===== src/rtl/pin_cell_regs.svh =====
`ifndef PIN_CELL_REGS_SVH
`define PIN_CELL_REGS_SVH

// Register byte offsets
`define PC_CTRL_OFS   12'h000
`define PC_BUF_OFS    12'h004
`define PC_STAT_OFS   12'h008

// Reset values and writable bits
`define PC_CTRL_RST   32'h0000_0000
`define PC_BUF_RST    32'h0000_0000
`define PC_CTRL_WMASK 32'h007F_FFFF
`define PC_BUF_WMASK  32'h0000_00FF

// Storage element indices
`define PC_EL_IN      0
`define PC_EL_OUT     1
`define PC_EL_OE      2
`define PC_NUM_EL     3

`endif


===== src/rtl/pin_cell_pkg.sv =====
package pin_cell_pkg;

	typedef enum logic [1:0] {
		SR_SYNC_SET,
		SR_SYNC_RST,
		SR_ASYNC_PRE,
		SR_ASYNC_CLR
	} sr_mode_t;

	// Control word, element 0 input, 1 output, 2 output enable
	typedef struct packed {
		logic [8:0]          rsvd;
		logic                done;
		logic                keeper_en;
		logic                pull_dn;
		logic                pull_up;
		logic                in_dly;
		logic                t_reg;
		logic                o_reg;
		logic                inv_o;
		logic                inv_t;
		logic                inv_sr;
		logic [2:0]          inv_ce;
		logic                inv_clk;
		sr_mode_t [2:0]      sr_mode;
		logic [2:0]          latch;
	} ctrl_t;

	typedef struct packed {
		logic [23:0] rsvd;
		logic        slew_fast;
		logic [2:0]  drive;
		logic [3:0]  io_std;
	} buf_t;

	typedef struct packed {
		logic [24:0] rsvd;
		logic        mode_s;
		logic        keep_oe;
		logic        pad_oe;
		logic [2:0]  elem;
		logic        pad_s;
	} stat_t;

	typedef struct packed {
		logic       clk;
		logic [2:0] ce;
		logic       sr;
		logic       o;
		logic       t;
	} fab_in_t;

	typedef struct packed {
		logic i_direct;
		logic i_reg;
	} fab_out_t;

	typedef struct packed {
		logic mode;
		logic o;
		logic oe;
	} bscan_t;

	typedef struct packed {
		logic        pad_m;
		logic        pad_s;
		logic        mode_m;
		logic        mode_s;
		logic        pad_dly;
		logic        clk_prev;
		ctrl_t       ctrl;
		buf_t        bufc;
		logic [2:0]  elem;
		logic        pad_out;
		logic        pad_oe;
		logic        keep_out;
		logic        keep_oe;
		logic        pull_up;
		logic        pull_dn;
		logic        fab_i;
		logic [31:0] prdata;
	} state_t;

endpackage


===== src/rtl/pin_cell.sv =====
// Added by the designer: the APB interface to the registers and the register offsets.
`timescale 1ns/1ps
`include "pin_cell_regs.svh"

// Functional notes
// - Each element selectable flip-flop or latch
// - One shared clock, separate enable per element
// - Shared set/reset: sync set/reset, async preset/clear
// - Output and every control signal independently invertible
// - Before configuration outputs float, pull-down/keeper off; in boundary-scan mode (bs.mode) the code drives pad_oe from bs.oe
// - Mode pin decides pre-configuration pull-ups globally
// - Pin cell supports boundary-scan testing
// - Input delivered direct, registered, or both
// - Optional delay in front of input register
// - Pad data direct or from output register
// - Three-state control direct or from register
// - Per-buffer standard, drive strength and slew select
// - Keeper weakly follows pad, holds last level
// - Optional pull-up or pull-down after configuration
module pin_cell (
	input  wire logic                    mclk,
	input  wire logic                    arst_n,
	input  wire logic                    psel,
	input  wire logic                    penable,
	input  wire logic                    pwrite,
	input  wire logic [11:0]             paddr,
	input  wire logic [31:0]             pwdata,
	input  wire logic [3:0]              pstrb,
	output logic      [31:0]             prdata,
	output logic                         pready,
	output logic                         pslverr,
	input  wire logic                    pad_in,
	output logic                         pad_out,
	output logic                         pad_oe,
	output logic                         keep_out,
	output logic                         keep_oe,
	output logic                         pull_up_en,
	output logic                         pull_dn_en,
	input  wire logic                    mode_pullup,
	input  wire pin_cell_pkg::fab_in_t   fab,
	output pin_cell_pkg::fab_out_t       fab_i,
	input  wire pin_cell_pkg::bscan_t    bs,
	output logic                         bs_capture,
	output logic      [3:0]              io_std,
	output logic      [2:0]              drive,
	output logic                         slew_fast
);

	pin_cell_pkg::state_t s_q;
	pin_cell_pkg::state_t s_d;
	logic                 clk_lvl;
	logic                 edg;
	logic                 sr_act;
	logic [2:0]           ce_eff;
	logic [2:0]           d_in;
	logic                 t_eff;
	logic                 o_eff;
	logic                 setup;
	logic                 acc;
	logic                 hit;
	logic [31:0]          wm;

	// Next value of one storage element
	function automatic logic elem_next(
		input logic                   q,
		input logic                   d,
		input logic                   ce,
		input logic                   latch,
		input pin_cell_pkg::sr_mode_t mode,
		input logic                   sr,
		input logic                   lvl,
		input logic                   ed
	);
		logic act;
		act = latch ? lvl : ed;
		if (sr && mode == pin_cell_pkg::SR_ASYNC_PRE) begin
			return 1'h1;
		end
		if (sr && mode == pin_cell_pkg::SR_ASYNC_CLR) begin
			return 1'h0;
		end
		if (act && sr) begin
			return (mode == pin_cell_pkg::SR_SYNC_SET);
		end
		if (act && ce) begin
			return d;
		end
		return q;
	endfunction

	always_comb begin
		s_d = s_q;
		s_d.pad_m = pad_in;
		s_d.pad_s = s_q.pad_m;
		s_d.mode_m = mode_pullup;
		s_d.mode_s = s_q.mode_m;
		clk_lvl = fab.clk ^ s_q.ctrl.inv_clk;
		edg = clk_lvl & ~s_q.clk_prev;
		s_d.clk_prev = clk_lvl;
		sr_act = fab.sr ^ s_q.ctrl.inv_sr;
		ce_eff = fab.ce ^ s_q.ctrl.inv_ce;
		s_d.pad_dly = s_q.pad_s;
		d_in[`PC_EL_IN] = s_q.ctrl.in_dly ? s_q.pad_dly : s_q.pad_s;
		d_in[`PC_EL_OUT] = fab.o;
		d_in[`PC_EL_OE] = fab.t ^ s_q.ctrl.inv_t;
		for (int k = 0; k < `PC_NUM_EL; k++) begin
			s_d.elem[k] = elem_next(s_q.elem[k], d_in[k], ce_eff[k],
				s_q.ctrl.latch[k], s_q.ctrl.sr_mode[k], sr_act, clk_lvl, edg);
		end
		t_eff = s_q.ctrl.t_reg ? s_q.elem[`PC_EL_OE] : d_in[`PC_EL_OE];
		o_eff = (s_q.ctrl.o_reg ? s_q.elem[`PC_EL_OUT] : fab.o) ^ s_q.ctrl.inv_o;
		if (bs.mode) begin
			s_d.pad_out = bs.o;
			s_d.pad_oe = bs.oe;
		end else if (!s_q.ctrl.done) begin
			s_d.pad_out = 1'h0;
			s_d.pad_oe = 1'h0;
		end else begin
			s_d.pad_out = o_eff;
			s_d.pad_oe = ~t_eff;
		end
		s_d.keep_oe = s_q.ctrl.done & s_q.ctrl.keeper_en & ~s_d.pad_oe;
		s_d.keep_out = s_q.pad_s;
		s_d.pull_up = s_q.ctrl.done ? s_q.ctrl.pull_up : s_q.mode_s;
		s_d.pull_dn = s_q.ctrl.done & s_q.ctrl.pull_dn;
		s_d.fab_i = s_q.pad_s;
		setup = psel & ~penable;
		acc = psel & penable;
		hit = (paddr == `PC_CTRL_OFS) || (paddr == `PC_BUF_OFS) ||
			(paddr == `PC_STAT_OFS);
		wm = {{8{pstrb[3]}}, {8{pstrb[2]}}, {8{pstrb[1]}}, {8{pstrb[0]}}};
		if (setup && !pwrite) begin
			case (paddr)
				`PC_CTRL_OFS: s_d.prdata = s_q.ctrl;
				`PC_BUF_OFS:  s_d.prdata = s_q.bufc;
				`PC_STAT_OFS: s_d.prdata = pin_cell_pkg::stat_t'({25'h0, s_q.mode_s,
					s_q.keep_oe, s_q.pad_oe, s_q.elem, s_q.pad_s});
				default:      s_d.prdata = 32'h0000_0000;
			endcase
		end
		if (acc && pwrite && paddr == `PC_CTRL_OFS) begin
			s_d.ctrl = pin_cell_pkg::ctrl_t'((s_q.ctrl & ~(wm & `PC_CTRL_WMASK)) |
				(pwdata & wm & `PC_CTRL_WMASK));
		end
		if (acc && pwrite && paddr == `PC_BUF_OFS) begin
			s_d.bufc = pin_cell_pkg::buf_t'((s_q.bufc & ~(wm & `PC_BUF_WMASK)) |
				(pwdata & wm & `PC_BUF_WMASK));
		end
	end

	always_ff @(posedge mclk or negedge arst_n) begin
		if (!arst_n) begin
			s_q <= '0;
			s_q.ctrl <= pin_cell_pkg::ctrl_t'(`PC_CTRL_RST);
			s_q.bufc <= pin_cell_pkg::buf_t'(`PC_BUF_RST);
		end else begin
			s_q <= s_d;
		end
	end

	assign pready = 1'h1;
	assign pslverr = acc & ~hit;
	assign prdata = s_q.prdata;
	assign pad_out = s_q.pad_out;
	assign pad_oe = s_q.pad_oe;
	assign keep_out = s_q.keep_out;
	assign keep_oe = s_q.keep_oe;
	assign pull_up_en = s_q.pull_up;
	assign pull_dn_en = s_q.pull_dn;
	assign fab_i = {s_q.fab_i, s_q.elem[`PC_EL_IN]};
	assign bs_capture = s_q.pad_s;
	assign io_std = s_q.bufc.io_std;
	assign drive = s_q.bufc.drive;
	assign slew_fast = s_q.bufc.slew_fast;
endmodule // pin_cell


===== config.mk =====
export PLATFORM = sky130hd
export DESIGN_NAME = pin_cell
export DESIGN_NICKNAME = d
export VERILOG_FILES = /design/src/rtl/pin_cell_pkg.sv /design/src/rtl/pin_cell.sv
export VERILOG_INCLUDE_DIRS = /design/src /design/src/rtl
export SDC_FILE = /design/constraint.sdc
export NUM_CORES = 1
export LEC_CHECK = 0
export BUFFER_PORTS_ARGS = -buffer_cell sky130_fd_sc_hd__buf_2
export CAP_MARGIN = 10
export CORE_UTILIZATION = 53
export CTS_CLUSTER_DIAMETER = 40
export DETAILED_ROUTE_END_ITERATION = 8
export PLACE_DENSITY = 0.95
export SLEW_MARGIN = 20
export SYNTH_ARGS = -nofsm -noshare
export SYNTH_HDL_FRONTEND = slang
export SYNTH_SLANG_ARGS = --single-unit

===== constraint.sdc =====
create_clock -name mclk -period 3.78 [get_ports mclk]
set_input_delay 0.756 -clock mclk [delete_from_list [all_inputs] [get_ports mclk]]
set_output_delay 0.756 -clock mclk [all_outputs]
set_load 0.005 [all_outputs]

# Yosys cells after proc, flatten, opt, wreduce, memory -nomap -nowiden
# Index checks and enable logic that the tools add are counted.
# totals
regBits	110
input_bits	65
output_inout_bits	51
word_cells	158
# classes
n_eq_ne	8
n_mux	64
bitwise_logic	24
n_reduce_logical	26
# ops
cell	count
one-hot mux 32 bit (3 select lines)	1
AND 32 bit	2
two-way mux 1 bit	61
NOT 23 -> 32 bit	1
NOT 8 -> 32 bit	1
bitwise OR 32 x 23 -> 32 bit	1
bitwise OR 32 x 8 -> 32 bit	1
AND 23 bit	1
logical AND 1 bit	16
== test 12 x 3 -> 1 bit (second input constant)	1
== test 12 x 4 -> 1 bit (second input constant)	1
== test 2 bit (second input constant)	6
logical NOT 12 bit	1
nonzero test 4 bit	3
AND 1 bit	7
logical NOT 2 bit	3
NOT 1 bit	5
two-way mux 2 bit	2
bitwise XOR 1 bit	4
bitwise XOR 3 bit	1
logical OR 1 bit	2
logical NOT 1 bit	1

# Logic depth before layout (Yosys ltp)
# depth
ltp_word	14
depth_mapped	5
ltp_nobuf	4

# Worst setup path before layout
# OpenSTA, ideal clock, no wires.
# synth_timing
kind	input to output
start	input paddr[5]
end	output pslverr
t_arrival_ns	1.889
t_required_ns	3.024
slack_ns	1.135
path_stages	4
n_path_buf	0
path_cell_list	or4_1 a21oi_1 nand2_1 and3_1
# synth_via
elab_chain_len	5
elab_cells_between_ends	7
cone_classes	2 x eq/ne; 2 x bitwise; 3 x reduce/logical
# synth_rtl
element	line	text
start, declared	pin_cell.sv:26	input wire logic [11:0] paddr,
== test 12 x 3 -> 1 bit or logical NOT 12 bit (tied branches)	-	
logical OR 1 bit	pin_cell.sv:129	hit = (paddr == `PC_CTRL_OFS) || (paddr == `PC_BUF_OFS) ||
logical OR 1 bit *	pin_cell.sv:129	
NOT 1 bit *	pin_cell.sv:162	assign pslverr = acc & ~hit;
AND 1 bit *	pin_cell.sv:162	
end, declared	pin_cell.sv:31	output logic pslverr,
# Mark *: on every way between the ends. The rest lies on a longest branch, timed or not.

# Worst setup path after layout
# Ends and elaborated chain as after synthesis.

==> results by stage <==
Logic synthesis:
- The count of unique library cells instantiated by Yosys is 35.
- The register bit total from synthesis is 68.
- The biggest area contributor in the post-synthesis netlist is dfrtp_1.
- Sorting the synthesized cells by area gives the leading types as dfrtp_1 (53%), mux2_2 (11%), buf_4 (10%).
- The share of the Yosys chip area taken by registers is 0.528.
- Counting every instance in the synthesized netlist gives 261.
- The netlist area before placement is 3230 µm².
- In the synthesized netlist the async set-or-reset flop fraction comes to 1.00.
- The top flip-flop cell by instance count after synthesis is dfrtp_1.
- The mean instance size in the synthesized netlist is 12.4 µm².
- The number of synthesized flops with an enable pin is 0.
- Yosys printed 0 warnings.
- The share of synthesized area in the top cell type comes to 0.528.

STA:
- On the final layout, the worst clock skew is 0.00838 ns.
- For this run, the top clock speed supported by timing is 333 MHz.
- For the pin with the worst max-slew slack, the measured transition is 0.715 ns.
- The number of hold violations in the final report came to 0.
- Setup repair after global routing left no endpoint under its margin.
- The final-report setup violation count is 0.
- On the final layout, the worst hold slack is about 0.35 ns.
- The final critical-path required period is 3.00 ns.
- The count of final max-slew check failures was 0.
- Measured against its own limit, the worst slew margin works out to 0.523.
- In the final timing run, aggregate negative setup slack is 0 ns.
- In the finished design, the share of the clock period the worst path needs comes to 0.794.

Worst setup path:
- The data arrival time of the worst path is 2.24 ns.
- STA classifies the critical path startpoint as an input port.
- The capture instance of the worst register-to-register path is fab_i[0]$_DFFE_PN0P_.
- The setup slack on the worst flop-to-flop path is between 2 and 2.5 ns.
- Along the worst path, the maximum fanout reaches 9.
- STA classifies the critical path endpoint as an output port.
- By startpoint and endpoint, the worst setup path is classified as in -> out.
- For the worst setup path, the data required time is 3.02 ns.
- The number of cells on the worst reg-to-reg path is 4.

Power and ir drop:
- The power density normalized to cell area is 405 nW/µm².
- Of the total power, the share spent switching nets is 0.224.
- Internal power comes to about 1.2 mW.
- The share of total power dissipated in combinational logic is 0.061.
- For this design the static power due to leakage is roughly 2.0 nW.
- The net switching power is 0.336 mW.
- Of the total power, registers draw 0.496.
- VDD sags by at most 0.336 mV.
- The share of total power dissipated in the clock network is 0.443.

Job:
- The max-cap check violation count is 0.

Finish:
- The post-route core utilization is 0.630.
- Leaving out fill and tap cells, the most frequent cell in the layout is buf_2.
- For this run, the number of standard cells in the final layout without fillers is between 400 and 500.
- After the last flow step, the layout net total stands at 392.
- Leaving out fill and tap cells, the most frequent cells in the layout are buf_2 (95), dfrtp_1 (68), mux2_2 (32).
- The number of antenna diodes in the final layout is 0.
- In the final layout, the share of cells above drive strength 1 is 0.482.
- The area added between synthesis and finish is 14.9%.

Die:
- The count of pins on the block boundary is 116.
- The die is 80.0 µm wide.
- The total area inside the core boundary comes to 5890 µm².
- For this configuration, the core starts out at a cell density of 0.548.
- The total die area is between 6000 and 7000 µm².
- The die is between 80 and 90 µm tall.
- The number of rows created at floorplan is 28.

Clock tree:
- The number of buffers created by CTS is 9.
- Post-CTS repair changed the size of 0 cells.
- The TritonCTS clock tree is built.
- The CTS sink count is 68.
- The post-CTS setup buffer count is 0.
- The hold-fix buffer count after cts is 0.
- The clock tree synthesis step divided the H-tree into 3 levels.
- The tree is rooted in a clkbuf_8.
- The clock input transition at the sequential cells of the worst setup and hold paths is 0.08 ns.
- The clock latency at the later pin of the worst-skew pair is 0.33 ns.
- The largest buffer count on any clock path is 2.

Drt:
- For this run, design rule violations remaining after detail routing come to 0.
- The average wire length per cell after detail routing is 16.3 µm.
- Dividing the detail-routed via count by the number of cells gives about 5.3.
- The count of nets left with antenna violations once routing finished came out at 0.
- The routed layout has 2164 vias.
- The first-pass detailed-route iteration total is 4.
- The post-detailed-routing wire length is 6650 µm.
- The number of design-rule violations left by the first detailed-router iteration is 137.

Global route:
- The number of antenna violations at the first check in global routing is 0.
- The number of global-route vias before repair was 2138.
- For this run the aggregate overflow at the end of global routing stands at 0.
- The global-route usage over all layers is 0.220.
- The first global-routing pass estimated 10400 µm of wire.
- Entering global routing, the biggest net connects 50 pins.

Place:
- The count of buffers added on input and output ports is 95.
- The post-detailed-placement half-perimeter wirelength is 4970 µm.
- The number of cells in the design after placement is 391.
- Routability-driven placement finished with a final weighted congestion of approximately 0.85.

Hold path:
- The worst min-delay path class is in -> async.

Status:
- The flow ran to the end, and the final reports show no timing, DRC or antenna violations.
cell type report:
type	count	area (µm²)
inverter	3	11.3
sequential	68	1700
tap	75	93.8
multi-input combinational	148	1180
timing repair buffer	97	490
fill	496	2180
clock buffer	10	138
clock inverter	6	87.6
critical path, cell delays in order:
cell and delay, ns:
buf_2 0.09, or4_1 0.64, a21oi_1 0.16, nand2_1 0.22, and3_1 0.25, buf_2 0.12
metrics by stage:
stage / setup WS (ns) / area (µm²) / power [mW]
after floorplan: 1.14 / 3260 / 0.799
after global placement: 0.833 / 3480 / 0.849
after detailed placement: 0.789 / 3480 / 0.852
after CTS: 0.784 / 3710 / 1.51
after global routing: 0.684 / 3710 / 1.56
final: 0.779 / 3710 / 1.50
cell usage after synthesis, types with 2 or more instances:
master / n
mux2i_1: 15
inv_1: 3
a21oi_1: 10
buf_4: 43
nor3_1: 3
mux2_2: 32
o21ai_0: 2
xnor2_1: 5
a22o_2: 10
nor2b_1: 4
nand2_1: 10
nor2_1: 11
dfrtp_1: 68
a211oi_1: 4
and3_1: 3
conb_1: 2
nand3_2: 2
a22o_1: 7
o31ai_1: 7
clkbuf_1: 4
xor2_1: 2
routing by layer:
layer  up-vias  GRT usage  wire length (µm)
met4         0     0.0714                85
met2        89      0.362              3320
met5         -          0                 0
met3         6     0.0606               461
li1       1004          -                 -
met1      1065      0.281              2790
worst max path at each step:
| stage | startpoint | end | slack [ns] | cells after the start |
|---|---|---|---|---|
| finish | paddr[5] | pslverr | 0.78 | 6 |
| global route | paddr[5] | pslverr | 0.68 | 6 |
| CTS | paddr[5] | pslverr | 0.78 | 6 |
| detailed placement | paddr[5] | pslverr | 0.79 | 6 |
| global placement | paddr[5] | pslverr | 0.83 | 6 |
| floorplan | paddr[5] | pslverr | 1.14 | 4 |
logic make-up after synthesis:
logic type / share of synthesized area
DFF: 0.528
buffers and inverters: 0.114
muxes: 0.158
AOI/OAI and AO/OA: 0.102
and+or+nand+nor: 0.0760
xor gates and xnor gates: 0.0190
other: 0.00233
power by group through the flow:
stage	logic (mW)	clock network (mW)	registers, mW
6_report	0.0922	0.665	0.744
3_5_place_dp	0.0933	0	0.758
4_1_cts	0.0938	0.676	0.744
2_1_floorplan	0.0433	0	0.756
5_1_grt	0.104	0.710	0.744
3_3_place_gp	0.0906	0	0.758
(Power assumes the default switching activity.)
